==> config.mk <==
export PLATFORM = sky130hd
export DESIGN_NAME = aec_counter
export DESIGN_NICKNAME = d
export VERILOG_FILES = /design/src/aec_pkg.sv /design/src/aec_counter.sv
export SDC_FILE = /design/constraint.sdc
export NUM_CORES = 1
export LEC_CHECK = 0
export BUFFER_PORTS_ARGS = -buffer_cell sky130_fd_sc_hd__buf_4
export CORE_MARGIN = 1
export CORE_UTILIZATION = 37
export DETAILED_ROUTE_END_ITERATION = 6
export PLACE_DENSITY = 0.65
export SYNTH_ARGS = -nofsm -noshare
export SYNTH_HDL_FRONTEND = slang
export SYNTH_HIERARCHICAL = 1
export SYNTH_SLANG_ARGS = --single-unit
==> constraint.sdc <==
create_clock -name core_clk -period 2.4 [get_ports core_clk]
set_input_delay 0.36 -clock core_clk [delete_from_list [all_inputs] [get_ports core_clk]]
set_output_delay 0.36 -clock core_clk [all_outputs]
set_load 0.01 [all_outputs]
==> src/aec_pkg.sv <==
// Purpose: Shared constants and types of the asynchronous event counter
// Assumes: Wishbone classic, 32-bit data, one register per aligned word
// Notes:   Byte address of a register is four times its index
package aec_pkg;

  // Register indices; byte address is index times four
  localparam logic [15:0] IDX_CTRL_STATUS = 16'hff95;
  localparam logic [15:0] IDX_COUNT_HIGH  = 16'hff96;
  localparam logic [15:0] IDX_COUNT_LOW   = 16'hff97;
  localparam logic [15:0] IDX_IRQ_CTRL    = 16'hff98;
  localparam logic [15:0] IDX_CLOCK_STOP  = 16'hfffb;
  localparam int          ADR_SHIFT       = 2;

  // Control/status field positions
  localparam int BIT_HIGH_OVF    = 7;
  localparam int BIT_LOW_OVF     = 6;
  localparam int BIT_RESERVED    = 5;
  localparam int BIT_SPLIT       = 4;
  localparam int BIT_HIGH_EN     = 3;
  localparam int BIT_LOW_EN      = 2;
  localparam int BIT_HIGH_REL    = 1;
  localparam int BIT_LOW_REL     = 0;

  // Clock stop field position
  localparam int BIT_STANDBY     = 3;

  // Interrupt control field positions
  localparam int BIT_IRQ_FLAG    = 0;
  localparam int BIT_IRQ_ENABLE  = 1;

  // Reset values and counter constants
  localparam logic [7:0] RST_CTRL_STATUS = 8'h00;
  localparam logic [7:0] RST_CLOCK_STOP  = 8'hff;
  localparam logic [7:0] RST_COUNT       = 8'h00;
  localparam logic [7:0] COUNT_MAX       = 8'hff;
  localparam logic [7:0] COUNT_ONE       = 8'h01;

  // Pin synchroniser and edge detector
  typedef struct packed {
    logic meta;
    logic sync;
    logic last;
  } aec_pin_type;

  // Software-visible control bits
  typedef struct packed {
    logic high_overflow_flag;
    logic low_overflow_flag;
    logic reserved_bit;
    logic channel_split_select;
    logic high_count_enable;
    logic low_count_enable;
    logic high_reset_release;
    logic low_reset_release;
  } aec_csr_type;

  // Whole state of the counter block
  typedef struct packed {
    aec_csr_type csr;
    logic [7:0]  count_high;
    logic [7:0]  count_low;
    logic        high_armed;
    logic        low_armed;
    logic        irq_flag;
    logic        irq_enable;
    logic        irq;
    logic [7:0]  clock_stop;
    logic        ack;
    logic [31:0] rdata;
  } aec_state_type;

endpackage : aec_pkg

==> src/aec_counter.sv <==
// Purpose: Asynchronous event counter with Wishbone classic register slave
// Assumes: Event pins are asynchronous and slower than half of core_clk
// Notes:   Pins are sampled by core_clk; rising edges are the events
//
// Contract
// - Split bit zero: halves form one 16-bit counter driven by low pin.
// - In 16-bit mode high half counts low half carry, not its pin.
// - Split bit one: two independent 8-bit counters, each from own pin.
// - Split bit resets to zero, so combined mode after reset.
// - Events from outside are caught regardless of base clocks running; here pins are sampled by core_clk and dropped in standby.
// - Combined counter spans 65536 counts, wrapping all ones to zero.
// - High overflow flag sets whenever high half wraps ff to 00.
// - In combined mode high flag marks full 16-bit wrap.
// - Low overflow flag sets on low wrap only in split mode.
// - Flag clears only after being read as one then written zero.
// - Flag bits accept only zero writes; software cannot set them.
// - Bit 3 enables high counting; zero blocks events, holds value.
// - Bit 2 enables low counting; zero blocks events, holds value.
// - Bit 1 zero holds high half in reset; one releases it.
// - Bit 0 zero holds low half in reset; one releases it.
// - Control/status register resets to 00.
// - Bit 5 is plain read/write storage resetting to zero.
// - Overflow raises an interrupt request to the processor.
// - Module standby stops the block independently of the chip.
// - Clock stop bit 3 zero enters standby, one leaves; resets one.
// - Overflow sets request flag; forwarded only when enable is one.
//
// The Wishbone register port was left to the implementer.
`timescale 1ns/1ps
module aec_counter (
  input  wire logic        core_clk,
  input  wire logic        reset,
  input  wire logic        wb_cyc_i,
  input  wire logic        wb_stb_i,
  input  wire logic        wb_we_i,
  input  wire logic [31:0] wb_adr_i,
  input  wire logic [3:0]  wb_sel_i,
  input  wire logic [31:0] wb_dat_i,
  output logic      [31:0] wb_dat_o,
  output logic             wb_ack_o,
  input  wire logic        high_event_pin,
  input  wire logic        low_event_pin,
  output logic             event_counter_irq
);

  aec_pkg::aec_state_type state_q;
  aec_pkg::aec_state_type state_d;

  logic        req_new;
  logic        req_done;
  logic        wr_lane;
  logic [15:0] req_index;
  logic        adr_aligned;
  logic        high_event;
  logic        low_event;
  logic        standby;
  logic        high_inc;
  logic        low_wrap;
  logic        high_wrap;
  logic        high_ovf_set;
  logic        low_ovf_set;
  logic [31:0] read_value;
  logic [7:0]  low_next;
  logic [7:0]  high_next;
  logic        high_flag_next;
  logic        low_flag_next;
  logic        high_armed_next;
  logic        low_armed_next;
  logic        csr_read;
  logic        csr_write;

  assign req_new     = wb_cyc_i & wb_stb_i & ~state_q.ack;
  assign req_done    = wb_cyc_i & wb_stb_i & state_q.ack;
  assign wr_lane     = wb_we_i & wb_sel_i[0];
  assign req_index   = wb_adr_i[17:2];
  assign adr_aligned = (wb_adr_i[1:0] == 2'b00) && (wb_adr_i[31:18] == 14'h0000);

  // Pin synchronisers and rising edge detectors
  aec_edge_detect u_high_edge (
    .core_clk  (core_clk),
    .reset     (reset),
    .event_pin (high_event_pin),
    .rise      (high_event)
  );

  aec_edge_detect u_low_edge (
    .core_clk  (core_clk),
    .reset     (reset),
    .event_pin (low_event_pin),
    .rise      (low_event)
  );

  assign standby = ~state_q.clock_stop[aec_pkg::BIT_STANDBY];

  // Low half counts low pin events when released, enabled and awake
  aec_half_step u_low_half (
    .count      (state_q.count_low),
    .offered    (low_event),
    .enable     (state_q.csr.low_count_enable),
    .run        (state_q.csr.low_reset_release),
    .awake      (~standby),
    .count_next (low_next),
    .step       (),
    .wrap       (low_wrap)
  );

  // High half source selected by the split bit
  always_comb
  begin
    if (state_q.csr.channel_split_select)
    begin
      high_inc = high_event;
    end
    else
    begin
      high_inc = low_wrap;
    end
  end

  aec_half_step u_high_half (
    .count      (state_q.count_high),
    .offered    (high_inc),
    .enable     (state_q.csr.high_count_enable),
    .run        (state_q.csr.high_reset_release),
    .awake      (~standby),
    .count_next (high_next),
    .step       (),
    .wrap       (high_wrap)
  );

  assign high_ovf_set = high_wrap;
  assign low_ovf_set  = low_wrap & state_q.csr.channel_split_select;

  // Flag arming read and clearing write of the control/status register
  assign csr_read  = req_new & ~wb_we_i & adr_aligned & (req_index == aec_pkg::IDX_CTRL_STATUS);
  assign csr_write = req_done & wr_lane & adr_aligned & ~standby & (req_index == aec_pkg::IDX_CTRL_STATUS);

  aec_flag_step u_high_flag (
    .flag       (state_q.csr.high_overflow_flag),
    .armed      (state_q.high_armed),
    .set        (high_ovf_set),
    .read_seen  (csr_read),
    .write_seen (csr_write),
    .write_bit  (wb_dat_i[aec_pkg::BIT_HIGH_OVF]),
    .flag_next  (high_flag_next),
    .armed_next (high_armed_next)
  );

  aec_flag_step u_low_flag (
    .flag       (state_q.csr.low_overflow_flag),
    .armed      (state_q.low_armed),
    .set        (low_ovf_set),
    .read_seen  (csr_read),
    .write_seen (csr_write),
    .write_bit  (wb_dat_i[aec_pkg::BIT_LOW_OVF]),
    .flag_next  (low_flag_next),
    .armed_next (low_armed_next)
  );

  // Read mux
  always_comb
  begin
    read_value = 32'h0000_0000;
    if (adr_aligned)
    begin
      case (req_index)
        aec_pkg::IDX_CTRL_STATUS: read_value = {24'h000000, state_q.csr};
        aec_pkg::IDX_COUNT_HIGH:  read_value = {24'h000000, state_q.count_high};
        aec_pkg::IDX_COUNT_LOW:   read_value = {24'h000000, state_q.count_low};
        aec_pkg::IDX_IRQ_CTRL:    read_value = {30'h0000_0000, state_q.irq_enable, state_q.irq_flag};
        aec_pkg::IDX_CLOCK_STOP:  read_value = {24'h000000, state_q.clock_stop};
        default:                  read_value = 32'h0000_0000;
      endcase
    end
  end

  always_comb
  begin
    state_d = state_q;

    // Bus handshake: ack one cycle after request, dropped next
    state_d.ack = req_new;
    if (req_new)
    begin
      state_d.rdata = read_value;
    end

    // Writes take effect at the edge that sees ack
    if (req_done && wr_lane && adr_aligned)
    begin
      case (req_index)
        aec_pkg::IDX_CTRL_STATUS:
        begin
          if (!standby)
          begin
            state_d.csr.reserved_bit         = wb_dat_i[aec_pkg::BIT_RESERVED];
            state_d.csr.channel_split_select = wb_dat_i[aec_pkg::BIT_SPLIT];
            state_d.csr.high_count_enable    = wb_dat_i[aec_pkg::BIT_HIGH_EN];
            state_d.csr.low_count_enable     = wb_dat_i[aec_pkg::BIT_LOW_EN];
            state_d.csr.high_reset_release   = wb_dat_i[aec_pkg::BIT_HIGH_REL];
            state_d.csr.low_reset_release    = wb_dat_i[aec_pkg::BIT_LOW_REL];
          end
        end
        aec_pkg::IDX_IRQ_CTRL:
        begin
          state_d.irq_enable = wb_dat_i[aec_pkg::BIT_IRQ_ENABLE];
          if (!wb_dat_i[aec_pkg::BIT_IRQ_FLAG])
          begin
            state_d.irq_flag = 1'b0;
          end
        end
        aec_pkg::IDX_CLOCK_STOP:
        begin
          state_d.clock_stop = wb_dat_i[7:0];
        end
        default:
        begin
          state_d.clock_stop = state_d.clock_stop;
        end
      endcase
    end

    // Counters; reset release low forces zero
    state_d.count_low  = low_next;
    state_d.count_high = high_next;

    // Flags and their arming; hardware set wins inside the flag step
    state_d.csr.high_overflow_flag = high_flag_next;
    state_d.csr.low_overflow_flag  = low_flag_next;
    state_d.high_armed             = high_armed_next;
    state_d.low_armed              = low_armed_next;
    if (high_ovf_set || low_ovf_set)
    begin
      state_d.irq_flag = 1'b1;
    end

    state_d.irq = state_d.irq_flag & state_d.irq_enable;

    // Synchronous system reset
    if (reset)
    begin
      state_d.csr        = aec_pkg::RST_CTRL_STATUS;
      state_d.count_high = aec_pkg::RST_COUNT;
      state_d.count_low  = aec_pkg::RST_COUNT;
      state_d.high_armed = 1'b0;
      state_d.low_armed  = 1'b0;
      state_d.irq_flag   = 1'b0;
      state_d.irq_enable = 1'b0;
      state_d.irq        = 1'b0;
      state_d.clock_stop = aec_pkg::RST_CLOCK_STOP;
      state_d.ack        = 1'b0;
      state_d.rdata      = 32'h0000_0000;
    end
  end

  always_ff @(posedge core_clk)
  begin
    state_q <= state_d;
  end

  assign wb_dat_o          = state_q.rdata;
  assign wb_ack_o          = state_q.ack;
  assign event_counter_irq = state_q.irq;

endmodule : aec_counter

// Two-stage pin synchroniser with rising edge detector
module aec_edge_detect (
  input  wire logic core_clk,
  input  wire logic reset,
  input  wire logic event_pin,
  output logic      rise
);

  aec_pkg::aec_pin_type state_q;
  aec_pkg::aec_pin_type state_d;

  always_comb
  begin
    state_d      = state_q;
    state_d.meta = event_pin;
    state_d.sync = state_q.meta;
    state_d.last = state_q.sync;
    // Stages preset high so a pin high at release gives no edge
    if (reset)
    begin
      state_d = '1;
    end
  end

  always_ff @(posedge core_clk)
  begin
    state_q <= state_d;
  end

  // Only the second stage and its copy feed the edge
  assign rise = state_q.sync & ~state_q.last;

endmodule : aec_edge_detect

// Next value and wrap of one 8-bit counter half
module aec_half_step (
  input  wire logic [7:0] count,
  input  wire logic       offered,
  input  wire logic       enable,
  input  wire logic       run,
  input  wire logic       awake,
  output logic      [7:0] count_next,
  output logic            step,
  output logic            wrap
);

  always_comb
  begin
    step       = offered & enable & run & awake;
    wrap       = step & (count == aec_pkg::COUNT_MAX);
    count_next = count;
    if (!run)
    begin
      count_next = aec_pkg::RST_COUNT;
    end
    else if (step)
    begin
      count_next = count + aec_pkg::COUNT_ONE;
    end
  end

endmodule : aec_half_step

// Overflow flag with read-arm and zero-write clear
module aec_flag_step (
  input  wire logic flag,
  input  wire logic armed,
  input  wire logic set,
  input  wire logic read_seen,
  input  wire logic write_seen,
  input  wire logic write_bit,
  output logic      flag_next,
  output logic      armed_next
);

  always_comb
  begin
    flag_next  = flag;
    armed_next = armed;
    if (read_seen && flag)
    begin
      armed_next = 1'b1;
    end
    if (write_seen)
    begin
      // Only a zero after an armed read clears; a one keeps the flag but disarms it
      if (!write_bit && armed)
      begin
        flag_next = 1'b0;
      end
      armed_next = 1'b0;
    end
    // Set wins over a clear in the same cycle
    if (set)
    begin
      flag_next = 1'b1;
    end
  end

endmodule : aec_flag_step

# Word-level counts from Yosys, hierarchy flattened

Index checks and enable logic that the tools add are counted.
Widths: inputs -> output; s select.

Equal/unequal tests: 7
Reduce and logical (&&, ||, !) cells: 23
Bitwise operators: 29
Mux-type cells: 13
$add $sub $neg: 2

Operators with widths:

| cell                 | number |
|---|---|
| $eq 16x16->1 const B | 5 |
| $pmux 8 s5           | 1 |
| $mux 32              | 1 |
| $and 1x1->1          | 23 |
| $add 8x1->8 const B  | 2 |
| $eq 8x8->1 const B   | 2 |
| $logic_not 14->1     | 1 |
| $mux 1               | 9 |
| $reduce_bool 2->1    | 4 |
| $logic_and 1x1->1    | 7 |
| $not 1->1            | 6 |
| $reduce_and 2->1     | 3 |
| $reduce_or 2->1      | 3 |
| $mux 2               | 2 |
| $reduce_and 3->1     | 1 |
| $logic_not 1->1      | 2 |
| $logic_not 2->1      | 1 |
| $logic_or 1x1->1     | 1 |

Output and inout bits: 34
Bits in registers: 76
Word-level logic and storage cells: 98
Input port bits: 75

# Depth between registers and ports, before layout

Gate-level depths: netlist of run 1.

Word-level depth: 14
Depth in mapped cells: 10
Mapped depth without buffers: 10

# Cells and area by module

The synthesis of run 1 kept the hierarchy.

By module, submodules not included:

| module          | cells each | area each (µm²) | times used |
|---|---|---|---|
| aec_counter     | 226        | 2199.6          | 1 |
| aec_half_step   | 35         | 230.2           | 2 |
| aec_edge_detect | 7          | 85.1            | 2 |
| aec_flag_step   | 4          | 23.8            | 2 |

# Least setup slack after synthesis of run 1

No wires, ideal clock.

Path kind: input -> register
From: input port wb_adr_i[5]
To: register state_q[68] (netlist name)
Setup time: 128 ps
Arrival: 2377 ps
Stages on the path: 6
Path buffers: 0
Path slack: -105 ps
Cells stage by stage: or4b_4 or4_4 nor4_4 nand3b_1 a21o_1 nor2b_1

Longest elaborated chain between the ends: 4

RTL lines:

| item                        | line               | RTL |
|---|---|---|
| start, declared             | aec_counter.sv:36  | `input wire logic [31:0] wb_adr_i,` |
| $eq 16x16->1                | aec_counter.sv:136 | `assign csr_write = req_done & wr_lane & adr_aligned & ~standby & (req_index == aec_pkg::IDX_CTRL_STATUS);` |
| $and 1x1->1                 | aec_counter.sv:136 |  |
| via csr_write               | aec_counter.sv:70  | `logic csr_write;` |
| $reduce_bool 2->1 (no line) | -                  |  |
| $reduce_and 2->1 (no line)  | -                  |  |
| end signal, assigned        | aec_counter.sv:258 | `state_q <= state_d;` |
| end, declared               | aec_counter.sv:46  | `aec_pkg::aec_state_type state_q;` |

The timed path passes the listed nets, and every way through them passes these cells.
A chain may end at the register's enable or synchronous reset.

# Worst setup path after layout of run 1

From: register state_q[48] (netlist name)
To: register state_q[57] (netlist name)

Longest elaborated chain between the ends: 6

RTL lines:

| item                     | line               | RTL |
|---|---|---|
| $eq 8x8->1               | aec_counter.sv:316 | `wrap = step & (count == aec_pkg::COUNT_MAX);` |
| $and 1x1->1              | aec_counter.sv:316 |  |
| via low_wrap             | aec_counter.sv:58  | `logic low_wrap;` |
| $mux 1                   | aec_counter.sv:110 | `if (state_q.csr.channel_split_select)` |
| via high_inc             | aec_counter.sv:57  | `logic high_inc;` |
| $and 1x1->1 (3 in a row) | aec_counter.sv:315 | `step = offered & enable & run & awake;` |

The timed path passes the listed nets, and every way through them passes these cells.

==> impl_results.md, run 1 <==
- Syn Area/Cell: 9.050 µm²
- Commonest non-fill, non-tap cells in the layout: buf_4, dfxtp_1, nor2b_1
- CTS tree: yes
- Clk root buf: clkbuf_8
- GRT Overall Usage: 0.1650
- Clk pin slew, worst setup/hold paths: 0.09 ns
- Area growth, synth to finish: 20.52%
- Share of cells above drive strength 1: 0.2696
- Detailed Place HPWL: 4985 µm
- Tmin final: 2.250 ns
- Final net count: 458
- CTS buffer count: 5
- RSZ-0062 raised after global routing: no
- Hold Path Class: input port to flop
- Antenna violations before repair: 0
- CTS sink cnt: 52
- Run status: finished clean
- Vias in the first global route: 2312
- First-pass GRT wire length: 10940 µm
- I/O pin cnt: 109
- #FFs+latches synth: 52
- GPL Wtd Cong: 0.8136
- CP Max Fanout: 10
- Initial DRC count: 125
- Cells after Synth: 318
- Type of the worst setup path: flop to flop
- Rows: 31
- Worst setup SP type: flop
- Highest clock rate: 0.4444 GHz
- Most common cell after layout, fill and taps aside: buf_4
- Setup Buffers After CTS: 0
- Worst setup EP type: flop
- Die width: 90.19 µm
- Final worst-path cycle share: 0.9376
- Skew-Pair Late Insertion Delay: 0.31 ns
- H-tree Lvls: 2
- Die Y: 90.19 µm
- Setup Skew: 0.01423 ns
- Final hold vios: 0
- Synth warn: 6
- Max cap viols: 0
- Sequential element share of the synthesized area: 0.3617
- Final wirelength: 6506 µm
- Setup tns final: 0 ns
- DRC violations left: 0
- Count of pins over their slew limit: 0
- Largest cells by area after synthesis: dfxtp_1, buf_4, nor2b_1, mux2i_1, nand2_1
- Leakage: 1.328 nW
- Top-area cell type share of the netlist area: 0.3617
- Starting Density: 0.3905
- Placeable core area: 7370 µm²
- Overall Power: 1.603 mW
- First-pass DRT Iterations: 4
- Ant. Diodes: 0
- Crit path required time: 2.63 ns
- Synth area leader: dfxtp_1
- Setup violations, final: 0
- Post-route ant nets: 0
- Via count: 2442
- Largest net degree at the start of global routing: 46
- Clk buf depth: 2
- Worst VDD drop: 0.3390 mV
- Die area: 8134 µm²
- Port bufs: 57
- Vias/cell: 5.077
- Overflow after GRT: 0
- DR WL/cell: 13.53 µm
- Critical Path AT: 2.48 ns
- Distinct cells, synth: 51
- Post-Syn Area: 2878 µm²
- P per Cell Area: 462.1 nW/µm²
## cell type report
class | count | area (µm²)
fillers | 716 | 3901
clock inverters | 3 | 42.54
multi-input cells | 235 | 1588
inverters | 13 | 48.80
flip-flops and latches | 52 | 1041
clock buffers | 5 | 68.82
repair buffers | 74 | 555.5
well taps | 99 | 123.9
## kinds of logic (layout without fill, tap and decap cells)
family                   count (synthesis)  count (layout)  share of synthesized area
AND/OR/NAND/NOR                        137             137                     0.3013
flip-flops                              52              52                     0.3617
XOR/XNOR                                 2               2                   0.006088
other                                    1              24                   0.001303
multiplexers                            23              23                    0.08261
adder cells (fa/ha/maj)                  2               2                   0.008694
AO/OA/AOI/OAI                           47              47                     0.1209
buffers and inverters                   54              95                     0.1174
## routing by layer
layer  wire (µm)  vias to the layer above  track usage
li1            -                     1219            -
met1        3016                     1142       0.2070
met2        3112                       75       0.2894
met3         317                        6      0.03130
met4          59                        0      0.04032
met5           0                        -            0
## where the power goes
part	internal [mW]	switching, mW
registers	0.867	0.00156
logic	0.0658	0.0671
clock network	0.309	0.293
total	1.24	0.361
## what timing repair did
action | CTS | global route
resized for setup | 0 | 1
hold buffers | 0 | 0
setup endpoints to repair | 0 | 2
## cells in the mapped netlist (all sizes together)
| cell | instances |
|---|---|
| dfxtp | 52 |
| or3 | 1 |
| nor2 | 15 |
| nand3 | 7 |
| nor3b | 1 |
| and2 | 2 |
| o41ai | 4 |
| or4b | 3 |
| or4 | 5 |
| and4 | 2 |
| or3b | 1 |
| or4bb | 1 |
| a222oi | 3 |
| o311ai | 4 |
| nand2 | 26 |
| clkbuf | 5 |
| mux2 | 6 |
| o211ai | 1 |
| and3 | 1 |
| ha | 2 |
| mux2i | 17 |
| o31ai | 2 |
| a21oi | 6 |
| buf | 36 |
| nand4b | 2 |
| nand4 | 10 |
| a22oi | 4 |
| xnor2 | 2 |
| nand2b | 2 |
| or2 | 11 |
| a21o | 2 |
| a221oi | 5 |
| o21a | 2 |
| conb | 1 |
| o21ai | 8 |
| nand3b | 2 |
| a211oi | 1 |
| nor4 | 12 |
| a211o | 5 |
| nor2b | 28 |
| inv | 13 |
| nor3 | 5 |
## path summary, 6_finish.rpt
kind / endpoint / slack, ns / startpoint / depth (start not counted)
setup / recovery: state_q[57] / 0.15 / state_q[48] / 8
hold reg to reg: u_high_edge/state_q[1] / 0.42 / u_high_edge/state_q[2] / 1
hold / removal: u_low_edge/state_q[2] / 0.23 / low_event_pin / 2
setup reg to reg: state_q[57] / 0.15 / state_q[48] / 8
## worst max-delay path, stage by stage, from the launching register on
cell     delay (ns)
dfxtp_1        0.44
nand4_1        0.20
nor2_1         0.12
and4_1         0.25
mux2_2         0.19
nand4_4        0.17
or4_1          0.51
a21oi_1        0.15
nor2b_1        0.14
## sequential cells by signal, summed over array words and instances (netlist names)
name,count
wb_ack_o,1
event_counter_irq,1
u_high_edge/state_q,3
state_q,36
wb_dat_o,8
u_low_edge/state_q,3
## metrics by stage
| stage | utilization | hold WS [ns] | area [µm²] | worst slack, ns | cells |
|---|---|---|---|---|---|
| 2_1_floorplan | - | 0.3854 | 2964 | 0.06236 | 341 |
| 3_3_place_gp | 0.4552 | 0.3908 | 3354 | 0.04901 | 473 |
| 3_5_place_dp | 0.4552 | 0.3976 | 3354 | 0.05103 | 473 |
| 4_1_cts | 0.4703 | 0.2296 | 3466 | 0.1071 | 481 |
| 5_1_grt | 0.4706 | 0.2336 | 3468 | 0.002317 | 481 |
| 6_report | 0.4706 | 0.2350 | 3468 | 0.1496 | 481 |
No activity file was read; power rests on OpenSTA's default activity.
==> run 2, diff against run 1 <==
Settings changed: CAP_MARGIN from default to 15, GPL_TIMING_DRIVEN from default to 0.
==> impl_results.md, run 2 (synthesis results as in run 1) <==
- Run status: finished clean
- Worst VDD drop: 0.3518 mV (+3.8%)
- Commonest non-fill, non-tap cells in the layout: buf_4, dfxtp_1, nor2b_1
- FF-to-FF setup slack: 0.12 ns (-0.03 ns)
- Die width: 90.19 µm (unchanged)
- P per Cell Area: 448.2 nW/µm² (-3.0%)
- Overall Power: 1.665 mW (+3.9%)
- Final hold vios: 0 (unchanged)
- Largest net degree at the start of global routing: 17 (-63%)
- R2R Path End: state_q[43]
- Hold Path Class: input port to flop
- Reg area: 1041 µm² (unchanged)
- Worst min-delay path startpoint: low_event_pin
- CTS tree: yes
- Initial DRC count: 141 (+13%)
- Clk buf depth: 2 (unchanged)
- Most common cell after layout, fill and taps aside: buf_4
- Rows: 31 (unchanged)
- CP Max Fanout: 10 (unchanged)
- Hold_ws: 0.2294 ns (-0.005545 ns)
- Placeable core area: 7370 µm² (unchanged)
- Area post-placement: 3516 µm² (+4.8%)
- DR WL/cell: 13.36 µm (-1.3%)
- Vias/cell: 5.027 (-0.98%)
- GPL Wtd Cong: 0.8172 (+0.44%)
- Share of cells above drive strength 1: 0.3157 (+0.04603)
- Multi-input gate area: 1594 µm² (+0.39%)
- Hold Path Stages: 2 (unchanged)
- Worst rel slew slack: 0.3806
- Final net count: 491 (+7.2%)
- Worst-Margin Slew: 0.9207 ns
- Setup Skew: 0.01339 ns (-0.0008473 ns)
- Die Y: 90.19 µm (unchanged)
- First-pass DRT Iterations: 6 (+2)
- Worst Hold Endpoint: u_low_edge/state_q[2]
- Detailed Place HPWL: 5282 µm (+6.0%)
- Via count: 2584 (+5.8%)
- Overflow after GRT: 0 (unchanged)
- Crit path required time: 2.64 ns (about the same)
- CTS buffer count: 5 (unchanged)
- First-pass GRT wire length: 10930 µm (about the same)
- Clk pin slew, worst setup/hold paths: 0.10 ns (about the same)
- Critical Path AT: 2.51 ns (+0.03 ns)
- # hold bufs at CTS: 0 (unchanged)
- Setup tns final: 0 ns (unchanged)
- Leakage: 1.484 nW (+12%)
- Final worst-path cycle share: 0.9481 (+0.01049)
- DRC violations left: 0 (unchanged)
- Crit Reg-Reg Startpoint: state_q[36]
- Port bufs: 57 (unchanged)
- I/O pin cnt: 109 (unchanged)
- Type of the worst setup path: flop to flop
- Ant. Diodes: 0 (unchanged)
- Count of pins over their slew limit: 0 (unchanged)
- Starting Density: 0.3905 (unchanged)
- R2R cell count: 9 (+1)
- Antenna violations before repair: 0 (unchanged)
- Worst setup SP type: flop
- Highest clock rate: 0.4395 GHz (-1.1%)
- Worst setup EP type: flop
- Final wirelength: 6865 µm (+5.5%)
- Post-route ant nets: 0 (unchanged)
- Vias in the first global route: 2307 (-0.22%)
- H-tree Lvls: 2 (unchanged)
- Largest register FFs: 36 (unchanged)
- GRT Overall Usage: 0.1669 (+0.001881)
- Area growth, synth to finish: 29.13%
- CTS sink cnt: 52 (unchanged)
- Design area: 3716 µm² (+7.1%)
- Max cap viols: 0 (unchanged)
- Skew-Pair Late Insertion Delay: 0.30 ns (about the same)
- Biggest register: state_q
- Setup violations, final: 0 (unchanged)
- Clk root buf: clkbuf_8
- Tmin final: 2.276 ns (+0.02517 ns)
- Fill count: 730 (+2.0%)
- Die area: 8134 µm² (unchanged)
-- run 2: layer usage --
metal  track usage  vias to the layer above  share of wire
li1              -                     1290              -
met1        0.2011                     1176           0.44
met2        0.2882                      102           0.47
met3       0.04907                       16          0.063
met4       0.04435                        0          0.019
met5             0                        -              0
-- run 2: stage by stage --
stage / util / setup WS [ns] / instances
floorplan: - / 0.06236 / 341
global placement: 0.4771 / -0.3253 / 497
detailed placement: 0.4771 / -0.3175 / 497
CTS: 0.4935 / 0.0008737 / 505
global route: 0.5042 / -0.005783 / 514
finish: 0.5042 / 0.1245 / 514
-- run 2: critical path: stages, from the launching register on --
cell     delay [ns]
dfxtp_1        0.51
nand4_4        0.20
inv_4          0.13
and4_1         0.23
mux2_2         0.18
nand4_4        0.18
inv_1          0.20
and4_1         0.31
a211o_1        0.14
nor2b_1        0.12
-- run 2: report_power, final --
group          internal (mW)  total [mW]  switching [mW]
clock network          0.341       0.632           0.290
logic                 0.0906       0.165          0.0748
registers              0.867       0.868         0.00143
total                   1.30        1.67           0.367
-- run 2: how the worst max path moves through the flow --
| stage | to | depth (start not counted) | slack (ns) | from |
|---|---|---|---|---|
| 6_report | state_q[43] | 9 | 0.12 | state_q[36] |
| 5_1_grt | state_q[57] | 9 | -0.006 | u_low_edge/state_q[1] |
| 2_1_floorplan | state_q[68] | 6 | 0.06 | wb_adr_i[5] |
| 3_5_place_dp | state_q[68] | 7 | -0.32 | wb_adr_i[5] |
| 4_1_cts | state_q[68] | 7 | 0.0009 | wb_adr_i[5] |
| 3_3_place_gp | state_q[68] | 7 | -0.33 | wb_adr_i[5] |
-- run 2: repair_timing --
item	CTS	global route
buffers inserted	0	9
pin swaps	0	2
setup endpoints to repair	2	9
resized for setup	1	3
-- run 2: final cells by class --
class | instances | share of cell area
multi-input cells | 235 | 0.4290
flip-flops and latches | 52 | 0.2801
repair buffers | 66 | 0.1333
plain buffers | 41 | 0.07778
well taps | 99 | 0.03333
clock buffers | 6 | 0.02222
inverters | 13 | 0.01380
clock inverters | 2 | 0.01044
==> run 3, diff against run 2 <==
Settings changed: PLACE_DENSITY 0.65 to default.
Clock period 2.4 ns to 2.7 ns, I/O delays scaled along.
==> impl_results.md, run 3 (synthesis results as in run 1) <==
- Run status: finished clean
- R2R cell count: 9 (unchanged)
- Worst setup SP type: input port
- Ant. Diodes: 0 (unchanged)
- CP Max Fanout: 10 (unchanged)
- Setup tns final: 0 ns (unchanged)
- Worst setup EP type: flop
- Clk network pwr share: 0.338 (-0.041)
- First-pass GRT wire length: 11530 µm (+5.5%)
- Largest register FFs: 36 (unchanged)
- Crit Reg-Reg Startpoint: u_low_edge/state_q[1]
- Final hold vios: 0 (unchanged)
- Skew-Pair Late Insertion Delay: 0.30 ns (about the same)
- DR WL/cell: 13.66 µm (+2.3%)
- Largest net degree at the start of global routing: 17 (unchanged)
- Die width: 90.19 µm (unchanged)
- RSZ-0062 raised after global routing: no
- Highest clock rate: 0.3819 GHz
- GPL Wtd Cong: 0.8079 (-1.1%)
- Max cap viols: 0 (unchanged)
- Worst Setup EP: state_q[68]
- Starting Density: 0.3905 (unchanged)
- Vias in the first global route: 2315 (+0.35%)
- Rows: 31 (unchanged)
- H-tree Lvls: 2 (unchanged)
- Final wirelength: 6899 µm (+0.50%)
- Share of cells above drive strength 1: 0.2931 (-0.02256)
- Sw frac: 0.2371 (+0.01690)
- Worst rel slew slack: 0.2951 (-0.08543)
- Detailed Place HPWL: 5435 µm (+2.9%)
- Worst VDD drop: 0.3454 mV (-1.8%)
- Fill count: 748 (+2.5%)
- First-pass DRT Iterations: 4 (-2)
- Post_cts resized: 0 (-1)
- Setup violations, final: 0 (unchanged)
- Worst stage delay on the critical path: 0.70 ns (+0.19 ns)
- Internal Power: 1.059 mW (-18%)
- Final worst-path cycle share: 0.9697
- Clk root buf: clkbuf_8
- DRC violations left: 0 (unchanged)
- CP max stage cell: nor4_4
- # hold bufs at CTS: 0 (unchanged)
- Final net count: 482 (-1.8%)
- FF-to-FF setup slack: 0.27 ns (+0.15 ns)
- Antenna violations before repair: 0 (unchanged)
- Clk buf depth: 2 (unchanged)
- Hold_ws: 0.2764 ns (+0.04699 ns)
- Overall Power: 1.388 mW (-17%)
- Count of pins over their slew limit: 0 (unchanged)
- Post-route ant nets: 0 (unchanged)
- Biggest register: state_q
- Most common cell after layout, fill and taps aside: buf_4
- Area growth, synth to finish: 25.57%
- Setup Buffers After CTS: 0 (unchanged)
- CTS sink cnt: 52 (unchanged)
- NetSw: 329.1 µW (-10%)
- CTS tree: yes
- Setup Skew: 0.006903 ns (-0.006484 ns)
- Leakage: 1.422 nW (-4.2%)
- Hold Path Class: input port to flop
- P per Cell Area: 384.1 nW/µm² (-14%)
- Cell chain of the critical path: buf_4 -> or4b_4 -> or4_4 -> nor4_4 -> nand3b_1 -> a21o_1 -> nor2b_1
- R2R Path End: state_q[57]
- Critical Path AT: 2.80 ns (+0.29 ns)
- Tmin final: 2.618 ns
- Vias/cell: 4.913 (-2.3%)
- Placed insts: 497 (unchanged)
- Port bufs: 57 (unchanged)
- Initial DRC count: 166 (+18%)
- Commonest non-fill, non-tap cells in the layout: buf_4, dfxtp_1, nor2b_1
- GRT Overall Usage: 0.1738 (+0.006904)
- I/O pin cnt: 109 (unchanged)
- Final Non-Filler Cells: 505 (-1.8%)
- Overflow after GRT: 0 (unchanged)
- CTS buffer count: 5 (unchanged)
- Clk pin slew, worst setup/hold paths: 0.10 ns (about the same)
- Placeable core area: 7370 µm² (unchanged)
- Worst Setup SP: wb_adr_i[5]
- Die area: 8134 µm² (unchanged)
- Type of the worst setup path: input port to flop
- Die Y: 90.19 µm (unchanged)
- Reg power frac: 0.556 (+0.035)
- Via count: 2481 (-4.0%)
- Comb pwr share: 0.106 (+0.007)
- Worst-Margin Slew: 1.048 ns (+0.1270 ns)
- Crit path required time: 2.88 ns (+0.24 ns)
==> run 3: how the worst min path moves through the flow <==
| stage | from | to | slack [ns] | depth (start not counted) |
|---|---|---|---|---|
| after global routing | low_event_pin | u_low_edge/state_q[2] | 0.27 | 2 |
| after global placement | u_high_edge/state_q[2] | u_high_edge/state_q[1] | 0.39 | 1 |
| final | low_event_pin | u_low_edge/state_q[2] | 0.28 | 2 |
| after CTS | low_event_pin | u_low_edge/state_q[2] | 0.27 | 2 |
| after floorplan | u_high_edge/state_q[2] | u_high_edge/state_q[1] | 0.39 | 1 |
| after detailed placement | u_low_edge/state_q[2] | u_low_edge/state_q[1] | 0.40 | 1 |
==> run 3: power by group through the flow <==
| stage | clock (mW) | sequential, mW | combinational [mW] |
|---|---|---|---|
| 2_1_floorplan | 0 | 0.790 | 0.0707 |
| 3_3_place_gp | 0 | 0.789 | 0.145 |
| 3_5_place_dp | 0 | 0.790 | 0.147 |
| 4_1_cts | 0.487 | 0.772 | 0.147 |
| 5_1_grt | 0.508 | 0.772 | 0.160 |
| 6_report | 0.469 | 0.772 | 0.147 |
==> run 3: cell type report <==
cell class | count | area (µm²) | share of cell area
clock inverters | 2 | 15.01 | 0.004155
multi-input cells | 235 | 1585 | 0.4387
clock buffers | 6 | 82.58 | 0.02285
repair buffers | 57 | 427.9 | 0.1184
inverters | 13 | 48.80 | 0.01350
flip-flops and latches | 52 | 1041 | 0.2881
plain buffers | 41 | 289.0 | 0.07999
well taps | 99 | 123.9 | 0.03428
==> run 3: metrics by stage <==
step	instance area [µm²]	setup WS, ns	utilization
after floorplan	2964	0.1499	-
after global routing	3613	0.005359	0.4903
after global placement	3516	-0.2239	0.4771
after detailed placement	3516	-0.2321	0.4771
after CTS	3613	0.1011	0.4903
final	3613	0.08172	0.4903
==> run 3: worst max-delay path: cells and delay by family <==
kind | cells | cell delay (ns)
buf+inv | 1 | 0.13
simple gates | 5 | 2.07
compound gates | 1 | 0.20
==> run 3: metal layers <==
| metal | wire length [µm] | global-route usage | up-vias | part of all wire |
|---|---|---|---|---|
| met5 | 0 | 0 | - | 0 |
| met4 | 45 | 0.02823 | 0 | 0.0065 |
| met3 | 444 | 0.03384 | 6 | 0.064 |
| met2 | 3297 | 0.2945 | 88 | 0.48 |
| met1 | 3111 | 0.2315 | 1121 | 0.45 |
| li1 | - | - | 1266 | - |
